[config.mk]
export PLATFORM = sky130hd
export DESIGN_NAME = flash_command_controller
export DESIGN_NICKNAME = d
export VERILOG_FILES = /design/src/flash_ctrl_pkg.sv /design/src/flash_command_controller.sv
export VERILOG_INCLUDE_DIRS = /design/src /design/src/src
export SDC_FILE = /design/constraint.sdc
export NUM_CORES = 1
export LEC_CHECK = 0
export ABC_AREA = 1
export BUFFER_PORTS_ARGS = -buffer_cell sky130_fd_sc_hd__buf_4
export CORE_MARGIN = 2
export CORE_UTILIZATION = 50
export CTS_BUF_LIST = sky130_fd_sc_hd__clkbuf_4 sky130_fd_sc_hd__clkbuf_8
export CTS_CLUSTER_SIZE = 16
export DETAILED_ROUTE_END_ITERATION = 12
export PLACE_DENSITY_LB_ADDON = 0.15
export SYNTH_ARGS = -nofsm -noshare
export SYNTH_HDL_FRONTEND = slang
export SYNTH_SLANG_ARGS = --single-unit
[constraint.sdc]
create_clock -name clock -period 3.26 [get_ports clock]
set_input_delay 0.652 -clock clock [delete_from_list [all_inputs] [get_ports clock]]
set_output_delay 0.652 -clock clock [all_outputs]
set_load 0.01 [all_outputs]
[src/flash_ctrl_map.svh]
// register offsets, reset values, field positions and timing counts of the flash command controller
`ifndef FLASH_CTRL_MAP_SVH
`define FLASH_CTRL_MAP_SVH
// register offsets in the extended register space
`define OFS_ADDR_TOP 16'hA012
`define OFS_GUARD_LOW 16'hA013
`define OFS_GUARD_HIGH 16'hA014
`define OFS_COMMAND 16'hA020
`define OFS_DATA 16'hA021
`define OFS_ADDR_HIGH 16'hA022
`define OFS_ADDR_LOW 16'hA023
`define OFS_SCALE 16'hA024
`define OFS_LOW_BOUND 16'hA025
`define OFS_HIGH_BOUND 16'hA026
// reset values
`define RST_BYTE 8'h00
`define RST_SCALE 8'h25
`define RST_LOW_BOUND 8'hFF
`define RST_HIGH_BOUND 8'h00
`define RST_TSEL 3'h4
// command register fields, and the arm bit of the high guard register
`define CMD_VERIFY_BIT 7
`define CMD_FAIL_BIT 5
`define CMD_TSEL_MSB 7
`define CMD_TSEL_LSB 5
`define CMD_CODE_MSB 4
`define ARM_BIT 7
// one-hot command codes
`define CODE_MAIN_READ 5'h10
`define CODE_MAIN_ERASE 5'h08
`define CODE_MAIN_WRITE 5'h04
`define CODE_INFO_READ 5'h02
`define CODE_INFO_WRITE 5'h01
// array geometry: main array ends below 0x8000, sector is four 256-byte units
`define MAIN_END_HIGH 8'h80
`define INFO_USER_FIRST 8'h40
`define RP_PAGE_MAX 4'hF
// write durations in program-timebase cycles, per time-out select code
`define TW0 14'd55
`define TW1 14'd60
`define TW2 14'd65
`define TW3 14'd69
`define TW4 14'd75
`define TW5 14'd80
`define TW6 14'd85
`define TW7 14'd89
// erase durations in program-timebase cycles
`define TE0 14'd5435
`define TE1 14'd5953
`define TE2 14'd6452
`define TE3 14'd6897
`define TE4 14'd7408
`define TE5 14'd7906
`define TE6 14'd8404
`define TE7 14'd8889
`endif

[src/flash_ctrl_pkg.sv]
// types shared by the flash command controller
package flash_ctrl_pkg;
  typedef enum logic [2:0] {st_idle, st_check, st_read_cap, st_hold, st_verify_rd, st_verify_cap} state_e;

  // one access from the cpu to the extended register space
  typedef struct packed {
    logic rd;
    logic wr;
    logic [15:0] addr;
    logic [7:0] wdata;
  } bus_req_s;

  // request to the flash macro
  typedef struct packed {
    logic rd;
    logic wr;
    logic erase;
    logic info_sel;
    logic [15:0] addr;
    logic [7:0] wdata;
  } flash_req_s;

  // whole state of the controller
  typedef struct packed {
    state_e state;
    logic [7:0] phase;
    logic [13:0] ticks;
    logic [7:0] addr_top;
    logic [7:0] addr_high;
    logic [7:0] addr_low;
    logic [7:0] data;
    logic [4:0] code;
    logic [2:0] tsel;
    logic fail;
    logic verify_ok;
    logic [7:0] scale;
    logic [7:0] low_bound;
    logic [7:0] high_bound;
    logic [7:0] rp_low;
    logic [6:0] rp_high;
    logic arm;
    logic [7:0] rdata;
    logic stall;
    flash_req_s freq;
    logic [7:0] code_data;
    logic wm_s1;
    logic wm_s2;
  } ctrl_s;
endpackage

[src/flash_command_controller.sv]
// flash command sequencer between the cpu register space and the embedded flash array
`timescale 1ns/100ps
`include "flash_ctrl_map.svh"

module flash_command_controller (
  // clock and reset
  input wire logic clock,
  input wire logic rst,
  // cpu extended register space
  input flash_ctrl_pkg::bus_req_s bus_req,
  output logic [7:0] bus_rdata,
  output logic cpu_stall,
  // code fetch path
  input wire logic [15:0] fetch_addr,
  input wire logic [7:0] fetch_raw_data,
  output logic [7:0] fetch_data,
  // flash macro
  output flash_ctrl_pkg::flash_req_s flash_req,
  input wire logic [7:0] flash_rdata,
  // external programmer mode pin
  input wire logic writer_mode
);
  import flash_ctrl_pkg::*;

  // ==========================================================
  // helper functions
  // ==========================================================

  // write duration for a time-out select code
  function automatic logic [13:0] write_cycles(input logic [2:0] sel);
    case (sel)
      3'h0: write_cycles = `TW0;
      3'h1: write_cycles = `TW1;
      3'h2: write_cycles = `TW2;
      3'h3: write_cycles = `TW3;
      3'h4: write_cycles = `TW4;
      3'h5: write_cycles = `TW5;
      3'h6: write_cycles = `TW6;
      default: write_cycles = `TW7;
    endcase
  endfunction

  // erase duration for a time-out select code
  function automatic logic [13:0] erase_cycles(input logic [2:0] sel);
    case (sel)
      3'h0: erase_cycles = `TE0;
      3'h1: erase_cycles = `TE1;
      3'h2: erase_cycles = `TE2;
      3'h3: erase_cycles = `TE3;
      3'h4: erase_cycles = `TE4;
      3'h5: erase_cycles = `TE5;
      3'h6: erase_cycles = `TE6;
      default: erase_cycles = `TE7;
    endcase
  endfunction

  // read protection: lowest set bit n guards pages n+1 .. 0xF
  function automatic logic rp_hit(input logic [15:0] a, input logic [14:0] bits);
    logic hit;
    logic found;
    hit = 1'b0;
    found = 1'b0;
    for (int n = 0; n < 15; n++) begin
      if (bits[n] && !found) begin
        found = 1'b1;
        hit = (a[15:12] >= 4'(n + 1)) && (a[15:12] <= `RP_PAGE_MAX);
      end
    end
    rp_hit = hit;
  endfunction

  // guard zones, counted in 256-byte units
  function automatic logic guarded(input logic [7:0] first, input logic [7:0] last,
                                   input logic [7:0] lo, input logic [7:0] hi);
    guarded = (first < lo)
            || ({1'b0, last} > ({1'b0, hi} + 9'h001));
  endfunction

  // ==========================================================
  // state
  // ==========================================================
  localparam ctrl_s RESET_STATE = '{
    state: st_idle, phase: 8'h00, ticks: 14'h0000,
    addr_top: `RST_BYTE, addr_high: `RST_BYTE, addr_low: `RST_BYTE, data: `RST_BYTE,
    code: 5'h00, tsel: `RST_TSEL, fail: 1'b0, verify_ok: 1'b1,
    scale: `RST_SCALE, low_bound: `RST_LOW_BOUND, high_bound: `RST_HIGH_BOUND,
    rp_low: `RST_BYTE, rp_high: 7'h00, arm: 1'b0, rdata: `RST_BYTE, stall: 1'b0,
    freq: '0, code_data: `RST_BYTE, wm_s1: 1'b0, wm_s2: 1'b0};

  ctrl_s s_r;
  ctrl_s s_nxt;
  logic [8:0] phase_sum;
  logic tick;
  logic [14:0] rp_bits;
  logic main_ok;
  logic info_ok;
  logic cmd_fail;
  logic [13:0] limit;
  logic [7:0] sec_first;
  logic [7:0] sec_last;

  // timebase: accumulate scale+1 each clock, carry out of 256 is one timebase cycle
  assign phase_sum = {1'b0, s_r.phase} + {1'b0, s_r.scale} + 9'h001;
  assign tick = phase_sum[8];
  assign rp_bits = {s_r.rp_high, s_r.rp_low};
  // erase covers the four units of its sector, offset bits ignored
  assign sec_first = {s_r.addr_high[7:2], 2'b00};
  assign sec_last = {s_r.addr_high[7:2], 2'b11};
  assign main_ok = (s_r.addr_top == 8'h00) && (s_r.addr_high < `MAIN_END_HIGH);
  assign info_ok = (s_r.addr_top == 8'h00) && (s_r.addr_high == 8'h00);
  assign limit = (s_r.code == `CODE_MAIN_ERASE) ? erase_cycles(s_r.tsel) : write_cycles(s_r.tsel);

  // legality of the pending command
  always_comb begin
    case (s_r.code)
      `CODE_MAIN_READ: cmd_fail = !main_ok;
      `CODE_MAIN_ERASE: cmd_fail = !main_ok
        || guarded(sec_first, sec_last, s_r.low_bound, s_r.high_bound);
      `CODE_MAIN_WRITE: cmd_fail = !main_ok
        || guarded(s_r.addr_high, s_r.addr_high, s_r.low_bound, s_r.high_bound);
      `CODE_INFO_READ: cmd_fail = !info_ok;
      // manufacturer bytes below 0x40 only open in programmer mode
      `CODE_INFO_WRITE: cmd_fail = !info_ok || ((s_r.addr_low < `INFO_USER_FIRST) && !s_r.wm_s2);
      default: cmd_fail = 1'b1;
    endcase
  end

  // next-state logic for registers, sequencer and outputs
  always_comb begin
    s_nxt = s_r;
    s_nxt.wm_s1 = writer_mode;
    s_nxt.wm_s2 = s_r.wm_s1;
    s_nxt.phase = phase_sum[7:0];
    s_nxt.freq.rd = 1'b0;
    // read protection also masks code fetches
    s_nxt.code_data = rp_hit(fetch_addr, rp_bits) ? 8'h00 : fetch_raw_data;

    // register reads, one cycle latency; unmapped reads as zero
    if (bus_req.rd) begin
      if (bus_req.addr == `OFS_ADDR_TOP) begin
        s_nxt.rdata = s_r.addr_top;
      end else if (bus_req.addr == `OFS_GUARD_LOW) begin
        s_nxt.rdata = s_r.rp_low;
      end else if (bus_req.addr == `OFS_GUARD_HIGH) begin
        s_nxt.rdata = {s_r.arm, s_r.rp_high};
      end else if (bus_req.addr == `OFS_COMMAND) begin
        s_nxt.rdata = {s_r.verify_ok, 1'b0, s_r.fail, s_r.code};
      end else if (bus_req.addr == `OFS_DATA) begin
        s_nxt.rdata = s_r.data;
      end else if (bus_req.addr == `OFS_ADDR_HIGH) begin
        s_nxt.rdata = s_r.addr_high;
      end else if (bus_req.addr == `OFS_ADDR_LOW) begin
        s_nxt.rdata = s_r.addr_low;
      end else if (bus_req.addr == `OFS_SCALE) begin
        s_nxt.rdata = s_r.scale;
      end else if (bus_req.addr == `OFS_LOW_BOUND) begin
        s_nxt.rdata = s_r.low_bound;
      end else if (bus_req.addr == `OFS_HIGH_BOUND) begin
        s_nxt.rdata = s_r.high_bound;
      end else begin
        s_nxt.rdata = 8'h00;
      end
    end

    // register writes; the cpu is stalled while busy so writes are only taken in idle
    if (bus_req.wr && (s_r.state == st_idle)) begin
      if (bus_req.addr == `OFS_ADDR_TOP) begin
        s_nxt.addr_top = bus_req.wdata;
      end else if (bus_req.addr == `OFS_GUARD_LOW) begin
        if (s_r.arm) begin
          s_nxt.rp_low = s_r.rp_low | bus_req.wdata;
        end
      end else if (bus_req.addr == `OFS_GUARD_HIGH) begin
        if (s_r.arm) begin
          s_nxt.rp_high = s_r.rp_high | bus_req.wdata[6:0];
        end
        s_nxt.arm = s_r.arm | bus_req.wdata[`ARM_BIT];
      end else if (bus_req.addr == `OFS_COMMAND) begin
        s_nxt.tsel = bus_req.wdata[`CMD_TSEL_MSB:`CMD_TSEL_LSB];
        s_nxt.code = bus_req.wdata[`CMD_CODE_MSB:0];
        s_nxt.fail = 1'b0;
        s_nxt.verify_ok = 1'b1;
        s_nxt.stall = 1'b1;
        s_nxt.state = st_check;
      end else if (bus_req.addr == `OFS_DATA) begin
        s_nxt.data = bus_req.wdata;
      end else if (bus_req.addr == `OFS_ADDR_HIGH) begin
        s_nxt.addr_high = bus_req.wdata;
      end else if (bus_req.addr == `OFS_ADDR_LOW) begin
        s_nxt.addr_low = bus_req.wdata;
      end else if (bus_req.addr == `OFS_SCALE) begin
        s_nxt.scale = bus_req.wdata;
      end else if (bus_req.addr == `OFS_LOW_BOUND) begin
        s_nxt.low_bound = bus_req.wdata;
      end else if (bus_req.addr == `OFS_HIGH_BOUND) begin
        s_nxt.high_bound = bus_req.wdata;
      end
    end
    // once any range bit is set the arm is stuck at zero until reset
    if ({s_nxt.rp_high, s_nxt.rp_low} != 15'h0000) begin
      s_nxt.arm = 1'b0;
    end

    // command sequencer
    case (s_r.state)
      st_idle: begin
        s_nxt.ticks = 14'h0000;
      end
      st_check: begin
        s_nxt.freq.addr = {s_r.addr_high, s_r.addr_low};
        s_nxt.freq.wdata = s_r.data;
        s_nxt.freq.info_sel = s_r.code[1] | s_r.code[0];
        s_nxt.ticks = 14'h0000;
        if (cmd_fail) begin
          s_nxt.fail = 1'b1;
          s_nxt.stall = 1'b0;
          s_nxt.state = st_idle;
        end else if ((s_r.code == `CODE_MAIN_READ) || (s_r.code == `CODE_INFO_READ)) begin
          s_nxt.freq.rd = 1'b1;
          s_nxt.state = st_read_cap;
        end else begin
          s_nxt.freq.wr = (s_r.code != `CODE_MAIN_ERASE);
          s_nxt.freq.erase = (s_r.code == `CODE_MAIN_ERASE);
          s_nxt.state = st_hold;
        end
      end
      st_read_cap: begin
        // main reads inside the protected range return zero
        if ((s_r.code == `CODE_MAIN_READ) && rp_hit(s_r.freq.addr, rp_bits)) begin
          s_nxt.data = 8'h00;
        end else begin
          s_nxt.data = flash_rdata;
        end
        s_nxt.stall = 1'b0;
        s_nxt.state = st_idle;
      end
      st_hold: begin
        // hold the array busy for the selected number of timebase cycles
        if (tick) begin
          s_nxt.ticks = s_r.ticks + 14'h0001;
          if (s_r.ticks + 14'h0001 >= limit) begin
            s_nxt.freq.wr = 1'b0;
            s_nxt.freq.erase = 1'b0;
            if (s_r.freq.erase) begin
              s_nxt.stall = 1'b0;
              s_nxt.state = st_idle;
            end else begin
              s_nxt.state = st_verify_rd;
            end
          end
        end
      end
      st_verify_rd: begin
        s_nxt.freq.rd = 1'b1;
        s_nxt.state = st_verify_cap;
      end
      st_verify_cap: begin
        // read-back of the written byte, mismatch drops the verify flag
        if (flash_rdata != s_r.freq.wdata) begin
          s_nxt.verify_ok = 1'b0;
        end
        s_nxt.stall = 1'b0;
        s_nxt.state = st_idle;
      end
      default: begin
        s_nxt.state = st_idle;
      end
    endcase
  end

  // single state register, synchronous reset clears protection too
  always_ff @(posedge clock) begin
    if (rst) begin
      s_r <= RESET_STATE;
    end else begin
      s_r <= s_nxt;
    end
  end

  // outputs straight from the state register
  assign bus_rdata = s_r.rdata;
  assign cpu_stall = s_r.stall;
  assign fetch_data = s_r.code_data;
  assign flash_req = s_r.freq;
endmodule // flash_command_controller

==> key figures <==
STA
  • Rel. slew slack: 0.514
  • Setup violators final: 0
  • Final min period: 2880 ps
  • Hold slack: 384 ps
  • Fin. max-slew vios: 0
  • RSZ-0062 raised after global routing: no
  • Worst setup margin: 378 ps
  • Final hold vios: 0
  • Achievable clock frequency: 347 MHz
  • TNS Setup: 0 ps
  • Worst Tran Pin Value: 728 ps
  • Clock skew: 12.7 ps
  • Period utilization: 0.884

Final layout
  • Area Overhead vs Synth: 10.8%
  • FF/Latch Area: 3080 µm²
  • Most frequent cells in the layout: nand2_1 (216), inv_1 (182), nor2_1 (159)
  • Fin util: 0.564
  • Nets: 1468
  • ANT cells: 0
  • Layout cell share with drive strength beyond 1: 0.136
  • Area of the multi-input gates: 4810 µm²
  • Final std cells w/o fill: 1608
  • Fillcell total: 1795
  • Commonest non-fill, non-tap cell in the layout: nand2_1

Synth
  • Synthesized instance count: 1326
  • Synth cell types: 51
  • Avg Inst Size Synth: 6.88 µm²
  • Post-synthesis net count: 1428
  • Synth warn: 0
  • Mapped Area: 9120 µm²
  • Top FF cell, synth: dfxtp_1
  • Yosys reg bits: 154
  • Post-synth EDFFs: 0
  • Post-synth ARST share: 0
  • Register area share after synthesis: 0.338

Setup path
  • Critical Path Max Stage Delay: 400 ps
  • Crit-path cells: ha_1 -> nand2_1 -> nor2_1 -> nand3_1 -> xor2_1 -> ha_1 -> a21o_1 -> a21oi_1 -> nand2_1 -> o211ai_1 -> a21oi_1 -> nor2_1 -> nand4_1 -> a21oi_1 -> nor2_1
  • Worst path bufs/invs: 0
  • CP Launch Point: s_r[63]
  • Startpoint Class: flop
  • CP Depth: 15
  • Slowest-stage cell, CP: dfxtp_1
  • CP endpoint kind: flop
  • Worst r2r src: s_r[63]
  • CP arrival: 3250 ps
  • Top delay family on crit path: simple AND/OR/NAND/NOR gates
  • Reg2Reg Depth: 15
  • Critical Path RT: 3630 ps
  • Crit path max fanout: 4
  • Crit Path Category: reg -> reg

Hold path
  • Worst hold path cell count: 3
  • Worst hold path class: in -> reg
  • Hold path startpoint: writer_mode

Pwr
  • Net Sw Power: 0.951 mW
  • Clock Power Share: 0.427
  • Leakage: 4.62 nW
  • Internal power: 2.76 mW
  • Flop pwr share: 0.512
  • Combinational Power Share: 0.061
  • P per Cell Area: 368 nW/µm²
  • Switching Share: 0.256
  • Peak supply drop: 0.259 mV

CTS
  • Num CTS Buffers: 17
  • CTS tree: done
  • Sink Count: 154
  • Post CTS Setup Buffer Count: 0
  • Clock Tree Buf Depth: 2
  • Clk Latency, worst-skew pair: 480 ps
  • Number of H-tree levels: 4
  • Hold-fix buffers, CTS: 0
  • Cell at the root of the clock tree: clkbuf_8
  • Clock-pin slew on the worst setup and hold paths: 90 ps

Placed design
  • Place WS: 362 ps
  • IO buf count: 93
  • RePlAce Congestion: 0.973
  • Placed Cells incl. Taps: 1576
  • HPWL Detailed: 19700 µm

Floorplanning
  • Die height: 139 µm
  • Die width: 139 µm
  • Die Area: 19300 µm²
  • Row Count: 49
  • Initial Util: 0.509
  • Io pins: 106
  • Core Box Area: 17900 µm²

Status
  • Outcome: finished, final reports clean

Route
  • Total routed wirelength: 25900 µm
  • WL per Instance: 16.1 µm
  • DRT antenna net count: 0
  • DR vias: 8669
  • DR pass1 iterations: 6
  • Routed vias/inst: 5.39
  • DRC: 0
  • Initial DRC Count: 595

Global routing
  • Overall routing resource usage: 0.264
  • Overflow after GRT: 0
  • First-pass GRT wire length: 40800 µm
  • Initial antenna violation count: 0
  • Vias in the first global route: 7863
  • Largest net degree at the start of global routing: 55

Run
  • Maxcap violations: 0
-- stage by stage --
stage	instance area, µm²	total power, mW
after global routing	10100	3.84
after detailed placement	9670	2.17
after CTS	10100	3.73
final	10100	3.71
after floorplan	9120	2.07
after global placement	9670	2.17
-- path summary, 6_finish.rpt --
kind	end	slack [ps]
setup / recovery	flash_req[26]	380
hold / removal	s_nxt[0]	380
setup reg to reg	flash_req[26]	380
hold reg to reg	s_r[0]	470
-- Yosys cell counts (3+ instances only) --
master,n,area (µm²)
nor2_4,4,45.0
o211ai_1,20,150
a21o_1,4,30.0
nor4_1,6,37.5
a22oi_1,3,22.5
ha_1,40,500
nand2_2,4,25.0
inv_1,183,687
nand4_1,33,206
a21oi_2,8,70.1
o2111ai_1,3,26.3
nor2_2,8,50.1
nor3_2,4,40.0
o21ai_0,103,515
o21ai_1,4,20.0
clkinv_1,3,11.3
a31oi_1,6,37.5
clkbuf_1,28,105
o22ai_1,3,18.8
buf_4,47,353
nand2_1,216,811
inv_2,4,15.0
nor2_1,161,604
a21oi_1,126,631
xor2_1,15,131
buf_2,5,25.0
dfxtp_1,154,3080
nor3_1,34,170
nand3_2,4,40.0
buf_6,3,33.8
xnor2_1,3,26.3
nand3_1,50,250
a211oi_1,14,105
-- final cells by class --
| cell class | instances | area share |
|---|---|---|
| clock inverters | 14 | 0.0182 |
| repair buffers | 105 | 0.0780 |
| flip-flops and latches | 154 | 0.305 |
| multi-input cells | 898 | 0.476 |
| well taps | 229 | 0.0284 |
| inverters | 190 | 0.0706 |
| clock buffers | 18 | 0.0239 |
-- power by group through the flow --
stage	Clock (mW)	Sequential, mW	Combinational (mW)
after floorplan	0	1.94	0.124
after global placement	0	1.94	0.223
after detailed placement	0	1.94	0.225
after CTS	1.60	1.90	0.226
after global routing	1.68	1.90	0.250
final	1.59	1.90	0.228
-- sequential cells by signal, summed over array words and instances (netlist names) --
register / count
s_r: 93
flash_req: 28
bus_rdata: 8
s_nxt: 1
fetch_data: 8
rp_bits: 15
cpu_stall: 1
-- worst min-delay path, delay by kind of cell --
family                 cells  cell delay, ps
AND/OR/NAND/NOR            1              70
buffers and inverters      2             110
-- per-layer routing --
metal  vias up  GRT usage  wire length (µm)
li1       4432          -                 -
met1      3917      0.354             11900
met2       283      0.432             11800
met3        37     0.0487              1680
met4         0     0.0819               486
met5         -          0                 0
-- kinds of logic after synthesis --
family / count (synthesis) / share of synthesized area
flip-flops: 154 / 0.338
buffers and inverters: 274 / 0.135
AO/OA/AOI/OAI: 305 / 0.189
adder cells (fa/ha/maj): 41 / 0.0571
XOR/XNOR: 18 / 0.0173
AND/OR/NAND/NOR: 534 / 0.263
-- repair_timing --
item                       4_1_cts  5_1_grt
hold endpoints to repair         0        0
gates resized for setup          0        2
setup endpoints to repair        0        2
Note: power is estimated with default switching activity, not from simulation.
